==> config.mk <==
export PLATFORM = sky130hd
export DESIGN_NAME = prr_pll_reset
export DESIGN_NICKNAME = d
export VERILOG_FILES = /design/src/design/prr_pkg.sv /design/src/design/prr_sync2.sv /design/src/design/prr_pll_reset.sv
export SDC_FILE = /design/constraint.sdc
export NUM_CORES = 1
export LEC_CHECK = 0
export BUFFER_PORTS_ARGS = -buffer_cell sky130_fd_sc_hd__buf_2
export CAP_MARGIN = 25
export CORE_MARGIN = 10
export CORE_UTILIZATION = 50
export CTS_BUF_LIST = sky130_fd_sc_hd__clkbuf_8
export DETAILED_ROUTE_END_ITERATION = 10
export PLACE_DENSITY = 0.82
export RECOVER_POWER = 25
export SYNTH_ARGS = -nofsm -noshare
export SYNTH_HDL_FRONTEND = slang
export SYNTH_HIERARCHICAL = 1
export SYNTH_SLANG_ARGS = --single-unit
==> constraint.sdc <==
create_clock -name clk_sys -period 2.45 [get_ports clk_sys]
set_input_delay 0.49 -clock clk_sys [delete_from_list [all_inputs] [get_ports clk_sys]]
set_output_delay 0.49 -clock clk_sys [all_outputs]
set_load 0.02 [all_outputs]
==> src/design/prr_pkg.sv <==
// Shared constants, register map and helpers of the PLL ratio and reset release block
package prr_pkg;
  // ---------------------------------------------------------------
  // Timing
  // ---------------------------------------------------------------
  localparam int CLK_SYS_MHZ = 100;
  localparam int CLK_SYS_PERIOD_NS = 1000 / CLK_SYS_MHZ;
  localparam int REF_HOLD_CYCLES = 4096;
  localparam int CORE_HOLD_CORE_CLOCK = 2;
  localparam int T_CORE_CLOCK_MAX_NS = 10;
  // Two slowest core periods, rounded up to system cycles
  localparam int CORE_HOLD_SYS =
    (CORE_HOLD_CORE_CLOCK * T_CORE_CLOCK_MAX_NS + CLK_SYS_PERIOD_NS - 1) / CLK_SYS_PERIOD_NS;
  localparam int REF_CNT_W = 13;

  // ---------------------------------------------------------------
  // Register map, byte addresses
  // ---------------------------------------------------------------
  localparam logic [7:0] ADDR_PWR_CTRL = 8'h00;
  localparam logic [7:0] ADDR_CLK_STAT = 8'h04;
  // power_mgmt_control fields
  localparam int CTRL_MULT_LSB = 0;
  localparam int CTRL_MULT_W = 6;
  localparam int CTRL_PDIV_LSB = 6;
  localparam int CTRL_INPUT_DIVIDE_SELECT_BIT = 8;
  // clock status fields
  localparam int STAT_VCO_LSB = 0;
  localparam int STAT_PDIV_LSB = 8;
  localparam int STAT_RUN_BIT = 12;
  localparam int STAT_PINS_LSB = 13;

  // ---------------------------------------------------------------
  // Reset values and strap table
  // ---------------------------------------------------------------
  localparam logic [5:0] STRAP_MULT_0 = 6'h08;
  localparam logic [5:0] STRAP_MULT_1 = 6'h10;
  localparam logic [5:0] STRAP_MULT_2 = 6'h20;
  localparam logic [5:0] STRAP_MULT_3 = 6'h10;
  localparam logic [1:0] RST_PDIV_SEL = 2'h0;
  localparam logic RST_INPUT_DIVIDE_SELECT = 1'b0;

  // Reset release sequence, one-hot
  typedef enum logic [2:0] {
    PRR_ST_HOLD = 3'b001,
    PRR_ST_CORE = 3'b010,
    PRR_ST_RUN = 3'b100
  } prr_state_t;

  // Multiplier chosen by the ratio straps
  function automatic logic [5:0] strap_mult(input logic [1:0] pins);
    case (pins)
      2'h0: strap_mult = STRAP_MULT_0;
      2'h1: strap_mult = STRAP_MULT_1;
      2'h2: strap_mult = STRAP_MULT_2;
      default: strap_mult = STRAP_MULT_3;
    endcase
  endfunction

  // Post divider value 1, 2, 4 or 8
  function automatic logic [3:0] pdiv_value(input logic [1:0] sel);
    pdiv_value = 4'h1 << sel;
  endfunction
endpackage

==> src/design/prr_sync2.sv <==
// Two-stage synchroniser for pin inputs
`timescale 1ns/100ps
`default_nettype none
module prr_sync2 #(
  parameter int WIDTH = 1
) (
  input wire logic clk_sys,
  input wire logic nrst,
  input wire logic [WIDTH-1:0] d,
  output logic [WIDTH-1:0] q
);
  logic [WIDTH-1:0] meta_ff;

  // First stage feeds only the second
  always_ff @(posedge clk_sys or negedge nrst) begin
    if (!nrst) begin
      meta_ff <= '0;
      q <= '0;
    end else begin
      meta_ff <= d;
      q <= meta_ff;
    end
  end
endmodule
`default_nettype wire

==> src/design/prr_pll_reset.sv <==
// PLL ratio control and core reset release with Wishbone registers
`timescale 1ns/100ps
`default_nettype none
module prr_pll_reset #(
  parameter int REF_HOLD = prr_pkg::REF_HOLD_CYCLES
) (
  input wire logic clk_sys,
  input wire logic nrst,
  input wire logic reference_clock_in,
  input wire logic [1:0] clock_ratio_select_pins,
  input wire logic wb_cyc_i,
  input wire logic wb_stb_i,
  input wire logic wb_we_i,
  input wire logic [7:0] wb_adr_i,
  input wire logic [3:0] wb_sel_i,
  input wire logic [31:0] wb_dat_i,
  output logic [31:0] wb_dat_o,
  output logic wb_ack_o,
  output logic core_rst_n,
  output logic [5:0] pll_multiplier,
  output logic [3:0] pll_post_divider,
  output logic input_divide_select,
  output logic [1:0] pll_input_div,
  output logic [6:0] vco_mult,
  output logic [4:0] core_div,
  output logic [5:0] periph_div
);
  // ---------------------------------------------------------------
  // Pin synchronisers
  // ---------------------------------------------------------------
  logic ref_s;
  logic ref_d_ff;
  logic [1:0] pins_s;
  logic ref_rise;
  logic [2:0] ref_arm_ff;

  prr_sync2 #(.WIDTH(3)) u_sync (
    .clk_sys(clk_sys),
    .nrst(nrst),
    .d({reference_clock_in, clock_ratio_select_pins}),
    .q({ref_s, pins_s})
  );

  // Reference edge detect on the synchronised level
  always_ff @(posedge clk_sys or negedge nrst) begin
    if (!nrst) begin
      ref_d_ff <= 1'b0;
      ref_arm_ff <= 3'h0;
    end else begin
      ref_d_ff <= ref_s;
      ref_arm_ff <= {ref_arm_ff[1:0], 1'b1}; // Fills once real samples arrive
    end
  end
  // Synchroniser reset zeros would fake a rise if the pin is high at release
  assign ref_rise = ref_s & ~ref_d_ff & ref_arm_ff[2];

  // ---------------------------------------------------------------
  // Core reset release sequence
  // ---------------------------------------------------------------
  prr_pkg::prr_state_t state_ff;
  logic [prr_pkg::REF_CNT_W-1:0] ref_cnt_ff;
  logic [1:0] core_cnt_ff;
  localparam logic [prr_pkg::REF_CNT_W-1:0] REF_LAST = REF_HOLD[prr_pkg::REF_CNT_W-1:0];
  localparam logic [1:0] CORE_LAST = prr_pkg::CORE_HOLD_SYS[1:0];

  // Count reference edges, then two core periods
  always_ff @(posedge clk_sys or negedge nrst) begin
    if (!nrst) begin
      state_ff <= prr_pkg::PRR_ST_HOLD;
      ref_cnt_ff <= '0;
      core_cnt_ff <= 2'h0;
      core_rst_n <= 1'b0;
    end else begin
      case (state_ff)
        prr_pkg::PRR_ST_HOLD: begin
          if (ref_rise) begin
            ref_cnt_ff <= ref_cnt_ff + 1'b1;
            if (ref_cnt_ff + 1'b1 == REF_LAST) begin
              state_ff <= prr_pkg::PRR_ST_CORE;
            end
          end
        end
        prr_pkg::PRR_ST_CORE: begin
          core_cnt_ff <= core_cnt_ff + 1'b1;
          if (core_cnt_ff + 1'b1 == CORE_LAST) begin
            state_ff <= prr_pkg::PRR_ST_RUN;
            core_rst_n <= 1'b1;
          end
        end
        prr_pkg::PRR_ST_RUN: begin
          core_rst_n <= 1'b1;
        end
        default: begin
          state_ff <= prr_pkg::PRR_ST_HOLD;
          core_rst_n <= 1'b0;
        end
      endcase
    end
  end

  // ---------------------------------------------------------------
  // Wishbone slave
  // ---------------------------------------------------------------
  logic req;
  logic wr_ctrl;
  logic [31:0] ctrl_word;
  logic [31:0] stat_word;

  assign req = wb_cyc_i & wb_stb_i & ~wb_ack_o;
  // Control writes are ignored until the core leaves reset
  assign wr_ctrl = req & wb_we_i & (wb_adr_i == prr_pkg::ADDR_PWR_CTRL) & core_rst_n;

  // Ack one cycle after the request, dropped the next
  always_ff @(posedge clk_sys or negedge nrst) begin
    if (!nrst) begin
      wb_ack_o <= 1'b0;
      wb_dat_o <= 32'h0000_0000;
    end else begin
      wb_ack_o <= req;
      if (req && !wb_we_i) begin
        case (wb_adr_i)
          prr_pkg::ADDR_PWR_CTRL: wb_dat_o <= ctrl_word;
          prr_pkg::ADDR_CLK_STAT: wb_dat_o <= stat_word;
          default: wb_dat_o <= 32'h0000_0000;
        endcase
      end
    end
  end

  // ---------------------------------------------------------------
  // PLL control fields and derived ratios
  // ---------------------------------------------------------------
  logic [1:0] pdiv_sel_ff;
  logic [5:0] nxt_mult;
  logic [1:0] nxt_pdiv_sel;
  logic nxt_input_divide_select;
  logic [3:0] nxt_pdiv;

  // Straps steer the multiplier in reset, the post divider select is reset, input divide select holds; software afterwards
  always_comb begin
    nxt_mult = pll_multiplier;
    nxt_pdiv_sel = pdiv_sel_ff;
    nxt_input_divide_select = input_divide_select;
    if (!core_rst_n) begin
      nxt_mult = prr_pkg::strap_mult(pins_s);
      nxt_pdiv_sel = prr_pkg::RST_PDIV_SEL;
    end else if (wr_ctrl) begin
      if (wb_sel_i[0]) begin
        nxt_mult = wb_dat_i[prr_pkg::CTRL_MULT_LSB +: prr_pkg::CTRL_MULT_W];
        nxt_pdiv_sel = wb_dat_i[prr_pkg::CTRL_PDIV_LSB +: 2];
      end
      if (wb_sel_i[1]) begin
        nxt_input_divide_select = wb_dat_i[prr_pkg::CTRL_INPUT_DIVIDE_SELECT_BIT];
      end
    end
    nxt_pdiv = prr_pkg::pdiv_value(nxt_pdiv_sel);
  end

  // Fields and ratio words registered together
  always_ff @(posedge clk_sys or negedge nrst) begin
    if (!nrst) begin
      pll_multiplier <= prr_pkg::STRAP_MULT_0;
      pdiv_sel_ff <= prr_pkg::RST_PDIV_SEL;
      input_divide_select <= prr_pkg::RST_INPUT_DIVIDE_SELECT;
      pll_post_divider <= 4'h1;
      pll_input_div <= 2'h1;
      vco_mult <= 7'h10;
      core_div <= 5'h02;
      periph_div <= 6'h04;
    end else begin
      pll_multiplier <= nxt_mult;
      pdiv_sel_ff <= nxt_pdiv_sel;
      input_divide_select <= nxt_input_divide_select;
      pll_post_divider <= nxt_pdiv;
      pll_input_div <= nxt_input_divide_select ? 2'h2 : 2'h1;
      vco_mult <= {nxt_mult, 1'b0};
      core_div <= {nxt_pdiv, 1'b0};
      periph_div <= {nxt_pdiv, 2'b00};
    end
  end

  // Register images
  always_comb begin
    ctrl_word = 32'h0000_0000;
    ctrl_word[prr_pkg::CTRL_MULT_LSB +: prr_pkg::CTRL_MULT_W] = pll_multiplier;
    ctrl_word[prr_pkg::CTRL_PDIV_LSB +: 2] = pdiv_sel_ff;
    ctrl_word[prr_pkg::CTRL_INPUT_DIVIDE_SELECT_BIT] = input_divide_select;
    stat_word = 32'h0000_0000;
    stat_word[prr_pkg::STAT_VCO_LSB +: 7] = vco_mult;
    stat_word[prr_pkg::STAT_PDIV_LSB +: 4] = pll_post_divider;
    stat_word[prr_pkg::STAT_RUN_BIT] = core_rst_n;
    stat_word[prr_pkg::STAT_PINS_LSB +: 2] = pins_s;
  end

  // ---------------------------------------------------------------
  // Assertions
  // ---------------------------------------------------------------
  property p_strap_load;
    @(posedge clk_sys) disable iff (!nrst)
      !core_rst_n |=> (pll_multiplier == prr_pkg::strap_mult($past(pins_s)));
  endproperty
  a_strap_load: assert property (p_strap_load) else $error("multiplier not from straps");

  property p_pdiv_reset;
    @(posedge clk_sys) disable iff (!nrst)
      $past(!core_rst_n) |-> (pll_post_divider == 4'h1);
  endproperty
  a_pdiv_reset: assert property (p_pdiv_reset) else $error("post divider not one");

  property p_input_div;
    @(posedge clk_sys) disable iff (!nrst)
      pll_input_div == (input_divide_select ? 2'h2 : 2'h1);
  endproperty
  a_input_div: assert property (p_input_div) else $error("input divide wrong");

  property p_vco;
    @(posedge clk_sys) disable iff (!nrst)
      vco_mult == {1'b0, pll_multiplier} * 7'h02;
  endproperty
  a_vco: assert property (p_vco) else $error("oscillator ratio wrong");

  property p_core_div;
    @(posedge clk_sys) disable iff (!nrst)
      core_div == {1'b0, prr_pkg::pdiv_value(pdiv_sel_ff)} * 5'h02;
  endproperty
  a_core_div: assert property (p_core_div) else $error("core divide wrong");

  property p_periph;
    @(posedge clk_sys) disable iff (!nrst)
      periph_div == {core_div, 1'b0};
  endproperty
  a_periph: assert property (p_periph) else $error("peripheral divide wrong");

  property p_release_count;
    @(posedge clk_sys) disable iff (!nrst)
      $rose(core_rst_n) |-> (ref_cnt_ff == REF_LAST) && ($past(state_ff, 2) == prr_pkg::PRR_ST_CORE);
  endproperty
  a_release_count: assert property (p_release_count) else $error("early core release");

  property p_core_wait;
    @(posedge clk_sys) disable iff (!nrst)
      $rose(state_ff == prr_pkg::PRR_ST_CORE) |-> !core_rst_n [*2] ##1 core_rst_n;
  endproperty
  a_core_wait: assert property (p_core_wait) else $error("core wait not two cycles");

  property p_hold_low;
    @(posedge clk_sys) disable iff (!nrst)
      (state_ff == prr_pkg::PRR_ST_HOLD) |-> !core_rst_n;
  endproperty
  a_hold_low: assert property (p_hold_low) else $error("core out of reset while counting");

  property p_sw_write;
    @(posedge clk_sys) disable iff (!nrst)
      wr_ctrl && wb_sel_i[0] |=> (pll_multiplier == $past(wb_dat_i[5:0]));
  endproperty
  a_sw_write: assert property (p_sw_write) else $error("multiplier write lost");

  c_release: cover property (@(posedge clk_sys) disable iff (!nrst) $rose(core_rst_n));
  c_sw_write: cover property (@(posedge clk_sys) disable iff (!nrst) wr_ctrl);
  c_input_divide_select: cover property (@(posedge clk_sys) disable iff (!nrst) $rose(input_divide_select));
endmodule
`default_nettype wire

# After elaboration in Yosys (flattened, before gate mapping)
# Index checks and enable logic that the tools add are counted.
totals:
  in_bits: 52
  output_inout_bits: 65
  ff_bits: 77
  word_cells: 67
op_classes:
  n_addsub: 2
  reduce_logical: 8
  shift: 1
  muxes: 18
  n_eq_ne: 12
  n_bitwise: 11
op_table:
  columns: ["operator", "count"]
  rows:
  - ["one-hot mux 15 bit (2 select lines)", 1]
  - ["2-to-1 mux 6 bit", 3]
  - ["adder 13 x 1 -> 13 bit, second input constant", 1]
  - ["== test 13 bit, second input constant", 1]
  - ["one-hot mux 6 bit (2 select lines)", 1]
  - ["2-to-1 mux 3 bit", 3]
  - ["one-hot mux 3 bit (3 select lines)", 1]
  - ["== test 8 x 3 -> 1 bit, second input constant", 1]
  - ["logical NOT 8 bit", 1]
  - ["2-to-1 mux 2 bit", 4]
  - ["inequality test 2 bit, second input constant", 4]
  - ["bitwise AND 1 bit", 7]
  - ["AND reduction 2 bit", 3]
  - ["== test 2 bit, second input constant", 2]
  - ["2-to-1 mux 1 bit", 4]
  - ["inverter 1 bit", 4]
  - ["AND reduction 4 bit", 1]
  - ["left shift 1 x 2 -> 4 bit, first input constant", 1]
  - ["== test 3 x 1 -> 1 bit, second input constant", 1]
  - ["== test 3 x 2 -> 1 bit, second input constant", 1]
  - ["== test 3 bit, second input constant", 1]
  - ["one-hot mux 1 bit (3 select lines)", 1]
  - ["adder 2 x 1 -> 2 bit, second input constant", 1]
  - ["logical NOT 2 bit", 1]
  - ["other kinds (3)", 3]

# Longest topological paths before layout
logic_depth:
  word_depth: 8
  ltp_mapped: 7
  ltp_nobuf: 6

# By module
# Netlist, hierarchy kept.
modules_own_cells:
  columns: ["mod", "area_each_um2", "cells_each", "n_inst", "seq_area_each_um2"]
  rows:
  - ["prr_pll_reset", 2740.1, 259, 1, 1331.3]
  - ["prr_sync2", 150.1, 6, 1, 150.1]

# Worst setup path after synthesis
# No wires, ideal clock.
synth_path:
  path_type: "input -> register"
  from: "input port wb_adr_i[5]"
  to: "register periph_div[5]"
  required_time_ps: 2331
  stages: 6
  arrival_ps: 2042
  n_path_buf: 1
  setup_time_ps: 119
  path_slack_ps: 289
  path_cell_list: "or4_4 -> nor4_4 -> nand2_4 -> buf_6 -> and3_4 -> o21a_1"
synth_via:
  elab_chain_cells: 6
synth_rtl:
  columns: ["item", "line_no", "rtl"]
  rows:
  - ["from (decl)", "prr_pll_reset.sv:14", "input wire logic [7:0] wb_adr_i,"]
  - ["logical NOT 8 bit", "prr_pll_reset.sv:111", "assign wr_ctrl = req & wb_we_i & (wb_adr_i == prr_pkg::ADDR_PWR_CTRL) & core_rst_n;"]
  - ["bitwise AND 1 bit (2 in a row)", "prr_pll_reset.sv:111", null]
  - ["2-to-1 mux 2 bit", "prr_pll_reset.sv:147", "end else if (wr_ctrl) begin"]
  - ["2-to-1 mux 2 bit", "prr_pll_reset.sv:144", "if (!core_rst_n) begin"]
  - ["left shift 1 x 2 -> 4 bit", "prr_pkg.sv:61", "pdiv_value = 4'h1 << sel;"]
  - ["net nxt_pdiv[3]", "prr_pll_reset.sv:137", "logic [3:0] nxt_pdiv;"]
  - ["to (signal assigned)", "prr_pll_reset.sv:178", "periph_div <= {nxt_pdiv, 2'b00};"]
  - ["to (decl)", "prr_pll_reset.sv:26", "output logic [5:0] periph_div"]
# The timed path passes the listed nets, and every way through them passes these cells.
# A chain may end at the register's enable or synchronous reset.

# Worst setup path after layout
layout_path:
  from: "register state_ff[0]"
  to: "register ref_cnt_ff[12] (netlist name)"
layout_via:
  elab_chain_cells: 2
layout_rtl:
  columns: ["item", "line_no", "rtl"]
  rows:
  - ["from (decl)", "prr_pll_reset.sv:60", "prr_pkg::prr_state_t state_ff;"]
  - ["from (signal assigned)", "prr_pll_reset.sv:69", "state_ff <= prr_pkg::PRR_ST_HOLD;"]
  - ["from (signal assigned)", "prr_pll_reset.sv:79", "state_ff <= prr_pkg::PRR_ST_CORE;"]
  - ["from (signal assigned)", "prr_pll_reset.sv:86", "state_ff <= prr_pkg::PRR_ST_RUN;"]
  - ["== test 3 x 1 -> 1 bit", "prr_pll_reset.sv:74", "case (state_ff)"]
  - ["AND reduction 2 bit (no source line)", null, null]
  - ["to (signal assigned)", "prr_pll_reset.sv:77", "ref_cnt_ff <= ref_cnt_ff + 1'b1;"]
  - ["to (decl)", "prr_pll_reset.sv:61", "logic [prr_pkg::REF_CNT_W-1:0] ref_cnt_ff;"]
# No other way between the ends.

==> metrics.cfg <==
[routing]
drtAntennaViolNets = 0
drc = 0
routedWlPerCell_um = 15.3
via_per_inst = 5.14
drt-pass1-iter-count = 4
drt_iter0_markers = 67
vias = 2061
totalWireLength_um = 6120

[critical_path]
start_kind = flip-flop
crit_fanout = 7
critical_path_class = flip-flop to flip-flop
critPathArrivalTime_ps = 2260
cp-end-kind = flip-flop
cp.required_ps = 2660

[cells_and_area]
final_area_mm2 = 0.00337
syn_to_final_growth_pct = 16.5
drive_gt1_share_pct = 31.9
antennaDiodeCount = 0
layout_commonest_cell = buf_2
finalNetCount = 378
fillCellCount = 448
final_cell_mix = buf_2 (70), dfrtp_1 (55), conb_1 (22)

[clock_network]
postCtsResizedCells = 0
ctsHtreeMaxLevel = 3
hold_buffers = 0
cts_tree = done
root_buffer = clkbuf_8
clkSinkCount = 59
clkTransAtPathRegs_ps = 60
clk-insertion-delay-late_ps = 330
postCtsSetupBuffers = 0
cts_buffers = 9
clockBufferDepth = 2

[placed_design]
port_buffers = 70
gp_congestion = 0.892
hpwl_um = 4690
placed_cell_area_mm2 = 0.00312

[power]
finalPower_uw = 2370
swShare_pct = 23.8
seqPwrFrac_pct = 45.7
internal_power_uw = 1800
p_sw_uw = 563
p_per_area_mw_per_mm2 = 703
ir_worst_vdd_v = 0.000563
power_leakage_uw = 0.00174
power_frac_clock_pct = 44.2
p_comb_share_pct = 10.1

[sta]
setup_viol = 0
clock_skew_ps = 8.90
rsz0062_at_grt = no
slew_headroom_pct = 5.65
worstMarginPinSlew_ps = 1420
setup_tns_ps = 0
drv_slew = 0
post-route-period-util_pct = 83.3
max_freq_ghz = 0.490
period_needed_ps = 2040
hold_viol = 0
whs_ps = 270

[global_route]
grtUsageMet3_pct = 5.84
grt_usage_pct = 13.6
grt_overflow = 0
busiest_layer = met2
use_met2_pct = 22.3
grt_max_degree = 60
grt_pass1_vias = 2024
grt_pass1_wl_um = 9770
use_met1_pct = 15.2
grt_antenna_before_repair = 0

[synthesis]
ys_warn_count = 6
synth_area_leaders = dfrtp_1 (48%), buf_4 (9.4%), mux2i_1 (5.2%), dfstp_2 (3.6%), nand2_1 (2.5%)
ys_ff_latch = 59
syn_area_per_cell_um2 = 10.9
synthFlopType = dfrtp_1
synth_cell_types = 50
syn-instance-count = 265
ys_seq_area_share_pct = 51.3
synthArstFlopShare_pct = 100
synth_top_area_share_pct = 47.6
syn_area_mm2 = 0.00289
synth_edf_count = 0
synth_area_leader_cell = dfrtp_1

[floorplanning]
core_area_mm2 = 0.00557
ios = 117
die_y_um = 96.0
start_util_pct = 51.9
die_w_um = 96.0
dieArea_mm2 = 0.00922
rows = 27

[run_status]
status = complete, no violations

[run]
maxCapViolations = 0

[hold_path]
hold_class = input port to flip-flop

per-stage QoR:
stage / setup slack, ps / cells / util (%)
after floorplan: 289 / 285 / -
after global placement: 197 / 385 / 56.0
after detailed placement: 138 / 385 / 56.0
after CTS: 417 / 401 / 60.4
after global routing: 334 / 401 / 60.4
final: 408 / 401 / 60.4
per-layer routing:
metal,share of wire (%),up-vias
met1,38,993
met4,1.6,0
met2,49,79
met5,0,-
met3,11,13
li1,-,976
cell usage after synthesis (all sizes together), types with 5 or more instances:
cell type	count
dfrtp	55
buf	38
nand2	20
mux2i	15
nor2	13
nand3	10
clkbuf	9
o21ai	9
a22o	8
xnor2	8
xor2	8
inv	5
nand4	5
nor3	5
final timing paths:
| path | start | to | slack [ps] | depth (start not counted) |
|---|---|---|---|---|
| max | state_ff[0] | ref_cnt_ff[12] | 410 | 5 |
| max reg2reg | state_ff[0] | ref_cnt_ff[12] | 410 | 5 |
| min in group asynchronous | nrst | vco_mult[2] | 580 | 2 |
| min reg2reg | u_sync/meta_ff[1] | u_sync/q[1] | 340 | 0 |
| min | clock_ratio_select_pins[1] | u_sync/meta_ff[1] | 270 | 1 |
| max in group asynchronous | nrst | ref_arm_ff[1] | 1020 | 2 |
power by group through the flow:
stage          combinational [uW]  sequential (uW)  clock, uW
6_report                      239             1080       1050
5_1_grt                       266             1090       1120
4_1_cts                       241             1080       1080
3_5_place_dp                  241             1100          0
3_3_place_gp                  229             1100          0
2_1_floorplan                 208             1080          0
final cells by class:
class | count | area, um^2 | area share (%)
clock buffers | 13 | 179 | 5.31
clock inverters | 3 | 67.6 | 2.01
inverters | 5 | 18.8 | 0.557
multi-input cells | 174 | 1140 | 34.0
flip-flops and latches | 59 | 1480 | 44.0
well taps | 72 | 90.1 | 2.68
repair buffers | 75 | 385 | 11.4
kinds of logic (layout without fill, tap and decap cells):
kind of cell,Yosys count,after routing,share of synthesized area (%)
AND/OR/NAND/NOR,83,83,16.7
flip-flops,59,59,51.3
buffers and inverters,52,96,11.7
AO/OA/AOI/OAI,34,34,8.27
multiplexers,17,17,6.10
XOR/XNOR,16,16,4.85
adder cells (fa/ha/maj),2,2,0.866
other,2,22,0.260
critical path: stages, from the launching register on:
cell and delay [ps]:
dfstp_2 590, nor4b_2 330, nand3_1 150, nor3_1 520, nand4_1 190, xnor2_1 150
flip-flops by register name (all words and copies together) (netlist names):
signal               count
core_cnt_ff              2
core_rst_n               1
input_divide_select      1
pdiv_sel_ff              2
periph_div               4
pll_input_div            1
ref_arm_ff               3
ref_cnt_ff              13
ref_d_ff                 1
state_ff                 3
u_sync/meta_ff           3
u_sync/q                 3
vco_mult                 6
wb_ack_o                 1
wb_dat_o                15
Note: power is estimated with default switching activity, not from simulation.
